===== src/inc/dbg_consts.svh =====
`ifndef DBG_CONSTS_SVH
`define DBG_CONSTS_SVH

// ***********************************
// Register indices (byte address = 4 x index)
// ***********************************
`define IDX_TILE_CELL_OSC   8'h07
`define IDX_TILE_WIRE_OSC   8'h08
`define IDX_PERIPH_CELL_OSC 8'h09
`define IDX_PERIPH_WIRE_OSC 8'h0a
`define IDX_RAM_SIZE        8'h0c
`define IDX_SAVED_STATUS    8'h10
`define IDX_SAVED_PC        8'h11
`define IDX_SAVED_SP        8'h12
`define IDX_READ_THREAD     8'h13
`define IDX_READ_REGNUM     8'h14
`define IDX_IRQ_CAUSE       8'h15
`define IDX_IRQ_INFO        8'h16
`define IDX_STOP_MASK       8'h18
`define IDX_SCRATCH_FIRST   8'h20
`define IDX_SCRATCH_LAST    8'h27
`define IDX_IBRK_ADDR_FIRST 8'h30
`define IDX_IBRK_ADDR_LAST  8'h33
`define IDX_IBRK_CTRL_FIRST 8'h40
`define IDX_IBRK_CTRL_LAST  8'h43

// ***********************************
// Address decode
// ***********************************
`define ADDR_W      12
`define IDX_MSB     9
`define IDX_LSB     2
`define ADDR_TOP_ZERO 2'b00

// ***********************************
// Field layouts and values
// ***********************************
`define OSC_W          16
`define NUM_OSC        4
`define NUM_SCRATCH    8
`define NUM_IBRK       4
`define STATUS_W        11
`define STATUS_RO_BIT   8
`define STATUS_WR_MASK  11'h6df
`define STATUS_CAP_MASK 11'h7df
`define CAUSE_LSB      0
`define THREAD_LSB     8
`define UNIT_LSB       16
`define IBRK_EN_BIT    0
`define IBRK_NE_BIT    1
`define IBRK_THR_LSB   16
`define IBRK_CTRL_MASK 32'h00ff0003
`define CAUSE_NONE     3'h0
`define CAUSE_HOST     3'h1
`define CAUSE_CALL     3'h2
`define CAUSE_IBRK     3'h3
`define CAUSE_DWATCH   3'h4
`define CAUSE_RWATCH   3'h5
`define RAM_SIZE_DEFAULT 32'h00080000
`define RAM_LOW_ZERO   2'b00

`endif


===== src/inc/dbg_pkg.sv =====
package dbg_pkg;
	typedef logic [31:0] word_t;
	typedef logic [7:0]  thread_mask_t;
	typedef logic [7:0]  reg_idx_t;
	typedef logic [2:0]  cause_t;
	typedef logic [1:0]  unit_t;
endpackage : dbg_pkg


===== src/osc_count_sync.sv =====
`timescale 1ns/100ps
`default_nettype none
`include "dbg_consts.svh"

// Two-flop crossing of a free-running counter. Bits may be caught mid-change
// while the oscillator runs; the value is only coherent once it is stopped.
module osc_count_sync
(
	input  wire logic                clk_sys,
	input  wire logic [`OSC_W-1:0]   count_async,
	output logic      [`OSC_W-1:0]   count
);

	logic [`OSC_W-1:0] meta;

	// No reset: the count survives a system reset
	always_ff @(posedge clk_sys)
	begin
		meta  <= count_async;
		count <= meta;
	end

endmodule : osc_count_sync
`default_nettype wire


===== src/ibreak_match.sv =====
`timescale 1ns/100ps
`default_nettype none
`include "dbg_consts.svh"

module ibreak_match
(
	input  wire logic                      clk_sys,
	input  wire logic                      reset,
	input  wire logic [31:0]               pc,
	input  wire logic                      pc_valid,
	input  wire logic [2:0]                pc_thread,
	input  wire logic [`NUM_IBRK-1:0][31:0] brk_addr,
	input  wire logic [`NUM_IBRK-1:0][31:0] brk_ctrl,
	output logic      [`NUM_IBRK-1:0]      hit,
	output logic                           irq
);

	logic [`NUM_IBRK-1:0] next_hit;

	genvar g;
	generate
		for (g = 0; g < `NUM_IBRK; g++)
		begin : g_unit
			logic thr_en;
			logic eq;
			assign thr_en = brk_ctrl[g][`IBRK_THR_LSB + pc_thread];
			assign eq     = (pc == brk_addr[g]);
			assign next_hit[g] = pc_valid && brk_ctrl[g][`IBRK_EN_BIT] && thr_en &&
				(brk_ctrl[g][`IBRK_NE_BIT] ? !eq : eq);
		end
	endgenerate

	always_ff @(posedge clk_sys)
	begin
		if (reset)
		begin
			hit <= '0;
			irq <= 1'b0;
		end
		else
		begin
			hit <= next_hit;
			irq <= |next_hit;
		end
	end
endmodule : ibreak_match
`default_nettype wire


===== src/debug_status_regs.sv =====
// Local design decision: the APB interface to the registers.
`timescale 1ns/100ps
`default_nettype none
`include "dbg_consts.svh"

module debug_status_regs
#(
	parameter logic [31:0] RAM_SIZE_BYTES = `RAM_SIZE_DEFAULT
)
(
	input  wire logic                 clk_sys,
	input  wire logic                 reset,
	input  wire logic                 psel,
	input  wire logic                 penable,
	input  wire logic                 pwrite,
	input  wire logic [`ADDR_W-1:0]   paddr,
	input  wire logic [31:0]          pwdata,
	output logic                      pready,
	output logic      [31:0]          prdata,
	output logic                      pslverr,
	input  wire logic                 debug_mode,
	input  wire logic [`OSC_W-1:0]    osc_tile_cell,
	input  wire logic [`OSC_W-1:0]    osc_tile_wire,
	input  wire logic [`OSC_W-1:0]    osc_periph_cell,
	input  wire logic [`OSC_W-1:0]    osc_periph_wire,
	input  wire logic                 dbg_entry,
	input  wire logic [`STATUS_W-1:0] entry_status,
	input  wire logic [31:0]          entry_pc,
	input  wire logic [31:0]          entry_sp,
	input  wire logic [2:0]           entry_cause,
	input  wire logic [7:0]           entry_thread,
	input  wire logic [`NUM_IBRK-1:0] entry_unit_hits,
	input  wire logic [31:0]          entry_data,
	input  wire logic                 cfg_scratch_wr,
	input  wire logic [2:0]           cfg_scratch_idx,
	input  wire logic [31:0]          cfg_scratch_wdata,
	output logic      [31:0]          cfg_scratch_rdata,
	output logic      [7:0]           core_sel_thread,
	output logic      [4:0]           core_sel_reg,
	output logic      [7:0]           thread_stop,
	input  wire logic [31:0]          pc,
	input  wire logic                 pc_valid,
	input  wire logic [2:0]           pc_thread,
	output logic      [`NUM_IBRK-1:0] ibreak_hit,
	output logic                      ibreak_irq
);

	// ***********************************
	// Storage
	// ***********************************
	logic [`STATUS_W-1:0]        saved_status_word;
	dbg_pkg::word_t              saved_program_counter;
	dbg_pkg::word_t              saved_stack_pointer;
	dbg_pkg::cause_t             irq_cause;
	dbg_pkg::thread_mask_t       irq_thread;
	dbg_pkg::unit_t              irq_unit;
	dbg_pkg::word_t              irq_info;
	dbg_pkg::word_t              scratch [`NUM_SCRATCH];
	logic [`NUM_IBRK-1:0][31:0]  instr_break_target_value;
	logic [`NUM_IBRK-1:0][31:0]  ibrk_ctrl;
	logic [`NUM_OSC-1:0][`OSC_W-1:0] osc_async;
	logic [`NUM_OSC-1:0][`OSC_W-1:0] osc_count;

	dbg_pkg::reg_idx_t           idx;
	logic                        addr_ok;
	logic                        setup;
	logic                        apb_wr;
	logic                        debug_only_read_write;
	logic [31:0]                 next_prdata;
	logic                        next_pslverr;
	dbg_pkg::unit_t              next_unit;
	logic                        no_unit_cause;

	assign idx     = paddr[`IDX_MSB:`IDX_LSB];
	assign addr_ok = (paddr[`ADDR_W-1:`IDX_MSB+1] == `ADDR_TOP_ZERO) &&
		(paddr[`IDX_LSB-1:0] == `RAM_LOW_ZERO);
	assign setup   = psel && !penable;
	// Single write moment: the access edge with pready high
	assign apb_wr  = psel && penable && pready && pwrite && !pslverr;
	assign debug_only_read_write = apb_wr && debug_mode;

	// ***********************************
	// Oscillator counters
	// ***********************************
	assign osc_async = {osc_periph_wire, osc_periph_cell, osc_tile_wire, osc_tile_cell};

	genvar g;
	generate
		for (g = 0; g < `NUM_OSC; g++)
		begin : g_osc
			osc_count_sync u_sync
			(
				.clk_sys     (clk_sys),
				.count_async (osc_async[g]),
				.count       (osc_count[g])
			);
		end
	endgenerate

	// ***********************************
	// Read decode
	// ***********************************
	always_comb
	begin
		next_prdata  = '0;
		next_pslverr = 1'b0;
		case (idx) inside
			`IDX_TILE_CELL_OSC:   next_prdata[`OSC_W-1:0] = osc_count[0];
			`IDX_TILE_WIRE_OSC:   next_prdata[`OSC_W-1:0] = osc_count[1];
			`IDX_PERIPH_CELL_OSC: next_prdata[`OSC_W-1:0] = osc_count[2];
			`IDX_PERIPH_WIRE_OSC: next_prdata[`OSC_W-1:0] = osc_count[3];
			`IDX_RAM_SIZE:        next_prdata = {RAM_SIZE_BYTES[31:2], `RAM_LOW_ZERO};
			`IDX_SAVED_STATUS:    next_prdata[`STATUS_W-1:0] = saved_status_word;
			`IDX_SAVED_PC:        next_prdata = saved_program_counter;
			`IDX_SAVED_SP:        next_prdata = saved_stack_pointer;
			`IDX_READ_THREAD:     next_prdata[7:0] = core_sel_thread;
			`IDX_READ_REGNUM:     next_prdata[4:0] = core_sel_reg;
			`IDX_IRQ_CAUSE:
			begin
				next_prdata[`CAUSE_LSB +: 3]  = irq_cause;
				next_prdata[`THREAD_LSB +: 8] = irq_thread;
				next_prdata[`UNIT_LSB +: 2]   = irq_unit;
			end
			`IDX_IRQ_INFO:        next_prdata = irq_info;
			`IDX_STOP_MASK:       next_prdata[7:0] = thread_stop;
			[`IDX_SCRATCH_FIRST:`IDX_SCRATCH_LAST]:
				next_prdata = scratch[idx[2:0]];
			[`IDX_IBRK_ADDR_FIRST:`IDX_IBRK_ADDR_LAST]:
				next_prdata = instr_break_target_value[idx[1:0]];
			[`IDX_IBRK_CTRL_FIRST:`IDX_IBRK_CTRL_LAST]:
				next_prdata = ibrk_ctrl[idx[1:0]];
			default:              next_pslverr = 1'b1;
		endcase
		if (!addr_ok)
		begin
			next_prdata  = '0;
			next_pslverr = 1'b1;
		end
	end

	// ***********************************
	// APB answer: one wait-free access cycle
	// ***********************************
	always_ff @(posedge clk_sys)
	begin
		if (reset)
		begin
			pready  <= 1'b0;
			prdata  <= '0;
			pslverr <= 1'b0;
		end
		else if (setup)
		begin
			pready  <= 1'b1;
			prdata  <= pwrite ? '0 : next_prdata;
			pslverr <= next_pslverr;
		end
		else
		begin
			pready  <= 1'b0;
			pslverr <= 1'b0;
		end
	end

	// ***********************************
	// Debugger-entry capture
	// ***********************************
	// Capture beats a debugger write landing in the same cycle
	always_ff @(posedge clk_sys)
	begin
		if (reset)
		begin
			saved_status_word     <= '0;
			saved_program_counter <= '0;
			saved_stack_pointer   <= '0;
		end
		else if (dbg_entry)
		begin
			saved_status_word     <= entry_status & `STATUS_CAP_MASK;
			saved_program_counter <= entry_pc;
			saved_stack_pointer   <= entry_sp;
		end
		else if (debug_only_read_write)
		begin
			if (idx == `IDX_SAVED_STATUS)
				saved_status_word <= (saved_status_word & ~`STATUS_WR_MASK) |
					(pwdata[`STATUS_W-1:0] & `STATUS_WR_MASK);
			if (idx == `IDX_SAVED_PC)
				saved_program_counter <= pwdata;
			if (idx == `IDX_SAVED_SP)
				saved_stack_pointer <= pwdata;
		end
	end

	// ***********************************
	// Interrupt cause, thread, unit, data
	// ***********************************
	always_comb
	begin
		next_unit = '0;
		casez (entry_unit_hits)
			4'b???1: next_unit = 2'd0;
			4'b??10: next_unit = 2'd1;
			4'b?100: next_unit = 2'd2;
			4'b1000: next_unit = 2'd3;
			default: next_unit = 2'd0;
		endcase
	end

	assign no_unit_cause = (entry_cause == `CAUSE_HOST) || (entry_cause == `CAUSE_CALL);

	always_ff @(posedge clk_sys)
	begin
		if (reset)
		begin
			irq_cause  <= `CAUSE_NONE;
			irq_thread <= '0;
			irq_unit   <= '0;
		end
		else if (dbg_entry)
		begin
			irq_cause  <= entry_cause;
			irq_thread <= (entry_cause == `CAUSE_HOST) ? '0 : entry_thread;
			irq_unit   <= no_unit_cause ? '0 : next_unit;
		end
		else if (debug_only_read_write && idx == `IDX_IRQ_CAUSE)
		begin
			irq_cause  <= pwdata[`CAUSE_LSB +: 3];
			irq_thread <= pwdata[`THREAD_LSB +: 8];
			irq_unit   <= pwdata[`UNIT_LSB +: 2];
		end
	end

	always_ff @(posedge clk_sys)
	begin
		if (reset)
			irq_info <= '0;
		else if (dbg_entry && (entry_cause == `CAUSE_DWATCH || entry_cause == `CAUSE_RWATCH))
			irq_info <= entry_data;
		else if (debug_only_read_write && idx == `IDX_IRQ_INFO)
			irq_info <= pwdata;
	end

	// ***********************************
	// Operands and stop mask
	// ***********************************
	always_ff @(posedge clk_sys)
	begin
		if (reset)
		begin
			core_sel_thread <= '0;
			core_sel_reg    <= '0;
			thread_stop     <= '0;
		end
		else if (debug_only_read_write)
		begin
			if (idx == `IDX_READ_THREAD)
				core_sel_thread <= pwdata[7:0];
			if (idx == `IDX_READ_REGNUM)
				core_sel_reg <= pwdata[4:0];
			if (idx == `IDX_STOP_MASK)
				thread_stop <= pwdata[7:0];
		end
	end

	// ***********************************
	// Scratch, two views of one store
	// ***********************************
	// Config-space write wins over APB on the same entry in the same cycle
	always_ff @(posedge clk_sys)
	begin
		if (reset)
		begin
			for (int i = 0; i < `NUM_SCRATCH; i++)
				scratch[i] <= '0;
			cfg_scratch_rdata <= '0;
		end
		else
		begin
			for (int i = 0; i < `NUM_SCRATCH; i++)
			begin
				if (cfg_scratch_wr && cfg_scratch_idx == 3'(i))
					scratch[i] <= cfg_scratch_wdata;
				else if (debug_only_read_write && idx == (`IDX_SCRATCH_FIRST | 8'(i)))
					scratch[i] <= pwdata;
			end
			cfg_scratch_rdata <= scratch[cfg_scratch_idx];
		end
	end

	// ***********************************
	// Instruction breakpoints
	// ***********************************
	always_ff @(posedge clk_sys)
	begin
		if (reset)
		begin
			instr_break_target_value <= '0;
			ibrk_ctrl                <= '0;
		end
		else if (debug_only_read_write)
		begin
			if (idx inside {[`IDX_IBRK_ADDR_FIRST:`IDX_IBRK_ADDR_LAST]})
				instr_break_target_value[idx[1:0]] <= pwdata;
			if (idx inside {[`IDX_IBRK_CTRL_FIRST:`IDX_IBRK_CTRL_LAST]})
				ibrk_ctrl[idx[1:0]] <= pwdata & `IBRK_CTRL_MASK;
		end
	end

	ibreak_match u_ibreak
	(
		.clk_sys   (clk_sys),
		.reset     (reset),
		.pc        (pc),
		.pc_valid  (pc_valid),
		.pc_thread (pc_thread),
		.brk_addr  (instr_break_target_value),
		.brk_ctrl  (ibrk_ctrl),
		.hit       (ibreak_hit),
		.irq       (ibreak_irq)
	);
endmodule : debug_status_regs
`default_nettype wire


===== config.mk =====
export PLATFORM = sky130hd
export DESIGN_NAME = debug_status_regs
export DESIGN_NICKNAME = d
export VERILOG_FILES = /design/src/inc/dbg_pkg.sv /design/src/osc_count_sync.sv /design/src/ibreak_match.sv /design/src/debug_status_regs.sv
export VERILOG_INCLUDE_DIRS = /design/src /design/src/inc
export SDC_FILE = /design/constraint.sdc
export NUM_CORES = 2
export LEC_CHECK = 0
export BUFFER_PORTS_ARGS = -buffer_cell sky130_fd_sc_hd__buf_2
export CAP_MARGIN = 0
export CELL_PAD_IN_SITES_DETAIL_PLACEMENT = 0
export CELL_PAD_IN_SITES_GLOBAL_PLACEMENT = 1
export CORE_UTILIZATION = 30
export CTS_CLUSTER_SIZE = 25
export DETAILED_ROUTE_END_ITERATION = 16
export PLACE_DENSITY = 0.52
export SETUP_SLACK_MARGIN = 0.15
export SYNTH_ARGS = -nofsm -noshare
export SYNTH_HDL_FRONTEND = slang
export SYNTH_HIERARCHICAL = 1
export SYNTH_SLANG_ARGS = --single-unit

===== constraint.sdc =====
create_clock -name clk_sys -period 6.95 [get_ports clk_sys]
set_input_delay 1.0425 -clock clk_sys [delete_from_list [all_inputs] [get_ports clk_sys]]
set_output_delay 1.0425 -clock clk_sys [all_outputs]
set_load 0.01 [all_outputs]

==> impl_metrics.py <==
metrics = {
    "setup_path": {
        "reg2reg_depth": 8,
        "start_kind": "input port",
        "worst_setup_path_end_kind": "flop",
        "endpoint": "prdata[18]$_SDFFE_PP0P_",
        "crit_chain": "buf_2 -> or4_1 -> nor3_2 -> o21ai_1 -> nor3_1 -> o221ai_1 -> nand2_1",
        "r2r_end": "scratch[5][26]$_DFFE_PP_",
        "crit_buf_inv": 1,
        "crit_family": "simple AND/OR/NAND/NOR gates",
        "worstSetupPathDepth": 7,
        "reg2reg_slack_ps": 3370,
        "timing.rr.start": "pslverr$_SDFF_PP0_",
        "slowest_stage": "nor3_1",
        "crit_fanout": 9,
        "crit_type": "input port to flop",
        "cp-startpoint": "paddr[11]",
        "critical_path_arrival_ps": 4620,
        "required_ps": 7580,
        "cpPeakStageDelay_ps": 960,
    },
    "final_layout": {
        "nets": 3993,
        "final_common_cell": "dfxtp_1",
        "drive_gt1_share_pct": 24.3,
        "largest_reg_flops": 256,
        "largest_register": "scratch",
        "finalInstanceArea_sq_um": 43600,
        "layout_common_cells": "dfxtp_1 (507), nand2_1 (456), buf_2 (394)",
        "largest_registers": "scratch x256, instr_break_target_value x128",
        "area_delta_synth_final_pct": 17.8,
    },
    "grt": {
        "grt_pass1_wl_mm": 224,
        "grt_max_degree": 137,
        "grtUsageMet3_pct": 4.29,
        "grt_overflow_total": 0,
        "antenna_found_initial": 41,
        "gr-usage-met2_pct": 40.5,
        "track_usage_pct": 25.0,
        "grt_pass1_vias": 29000,
        "top_usage_layer": "met2",
        "grtUsageMet1_pct": 34.2,
    },
    "clock_network": {
        "ctsResizeCount": 0,
        "clkLatencyLatePin_ps": 710,
        "htree_num_levels": 3,
        "cts_root_buf": "clkbuf_16",
        "cts_hold_buffers": 0,
        "cts_buffers": 93,
        "post_cts_buffers": 0,
        "clock-sinks": 763,
        "cts_tree": "yes",
        "clkSlewWorstSetupHoldPaths_ps": 60,
        "clockBufferDepth": 3,
    },
    "floorplan": {
        "coreArea_sq_um": 122000,
        "rows": 128,
        "die_area_sq_um": 125000,
        "ios": 401,
        "die_h_um": 353,
        "die_w_um": 353,
        "start_util_pct": 30.3,
    },
    "placed_design": {
        "port_buffers": 399,
        "hpwlAfterDp_mm": 108,
        "place_area_sq_um": 40300,
        "gp_congestion": 0.848,
    },
    "routing": {
        "dr.first_iter.drc_count": 2394,
        "vias": 29500,
        "via_per_inst": 5.46,
        "firstDrtPassIters": 5,
        "wl_per_cell_um": 29.6,
        "drc": 0,
        "routed_wl_mm": 160,
        "antenna_left": 0,
    },
    "run_status": {
        "status": "finished clean",
    },
    "sta": {
        "relSlewSlack_pct": 20.7,
        "tightestPinTransition_ps": 1190,
        "tns_ps": 0,
        "fmax_ghz": 0.250,
        "rsz0062_at_grt": "false",
        "setup-violations-final": 0,
        "hold_viol": 0,
        "final_max_slew_viol_count": 0,
        "finalCritPeriodShare_pct": 57.5,
        "fin_crit_ps": 4000,
        "fin_skew_ps": 41.3,
    },
    "worst_hold_path": {
        "min_path_type": "flop to flop",
    },
    "pwr": {
        "power.switching_mw": 2.86,
        "internal_power_mw": 8.30,
        "leakagePower_nw": 16.1,
        "swShare_pct": 25.7,
        "p_comb_share_pct": 9.7,
        "power_mw": 11.2,
        "seqPwrFrac_pct": 44.0,
        "cellPowerDensity_nw_per_um2": 256,
        "p_clk_share_pct": 46.3,
        "ir_drop_v": 0.000205,
    },
    "synthesis": {
        "syn_inst": 3436,
        "synthesis.area_sq_um": 37000,
        "yosys_warnings": 6,
        "syn_nets": 3745,
        "syn_area_per_cell_sq_um": 10.8,
    },
    "flow_run": {
        "maxCapViolations": 0,
    },
}
## metrics by stage
stage | cells | utilization (%) | hold slack (ps) | setup WS (ps)
after floorplan | 3436 | - | 310 | 3150
after global placement | 5214 | 33.1 | 311 | 2270
after detailed placement | 5214 | 33.1 | 312 | 2240
after CTS | 5387 | 35.7 | 325 | 2970
after global routing | 5396 | 35.7 | 328 | 2890
final | 5400 | 35.7 | 323 | 2950
## per-layer routing
layer / vias to the layer above / part of all wire [%]
met1: 15000 / 44
met3: 223 / 6.0
li1: 13200 / -
met5: - / 0.074
met2: 950 / 47
met4: 20 / 2.4
## power groups by stage
stage | clock network (mW) | logic, mW | registers, mW
5_1_grt | 5.42 | 1.15 | 4.94
4_1_cts | 5.27 | 1.09 | 4.91
2_1_floorplan | 0 | 0.599 | 4.99
3_5_place_dp | 0 | 1.09 | 5.01
3_3_place_gp | 0 | 1.09 | 5.00
6_report | 5.17 | 1.09 | 4.91
## cell type report
type,instances,area (sq um)
antenna,13,32.5
sequential,763,17800
fill,12400,78400
inverter,21,78.8
clock buffer,138,2770
tap,1625,2030
multi-input combinational,2334,17800
timing repair buffer,471,2620
clock inverter,35,442
## worst min-delay path by stage
stage                                           from                                end  slack, ps  cells after the start
floorplan            g_osc[0].u_sync/meta[0]$_DFF_P_   g_osc[0].u_sync/count[0]$_DFF_P_        310                      0
CTS                  g_osc[2].u_sync/meta[7]$_DFF_P_   g_osc[2].u_sync/count[7]$_DFF_P_        330                      0
global route        g_osc[2].u_sync/meta[12]$_DFF_P_  g_osc[2].u_sync/count[12]$_DFF_P_        330                      0
finish              g_osc[0].u_sync/meta[15]$_DFF_P_  g_osc[0].u_sync/count[15]$_DFF_P_        320                      0
detailed placement  g_osc[0].u_sync/meta[10]$_DFF_P_  g_osc[0].u_sync/count[10]$_DFF_P_        310                      0
global placement     g_osc[0].u_sync/meta[2]$_DFF_P_   g_osc[0].u_sync/count[2]$_DFF_P_        310                      0
## worst reg2reg max path, delay by kind of cell, from the launching register on
kind | cells | cell delay (ps)
buffers and inverters | 3 | 1270
flip-flops | 1 | 330
AND/OR/NAND/NOR | 5 | 1560
(Power assumes the default switching activity.)
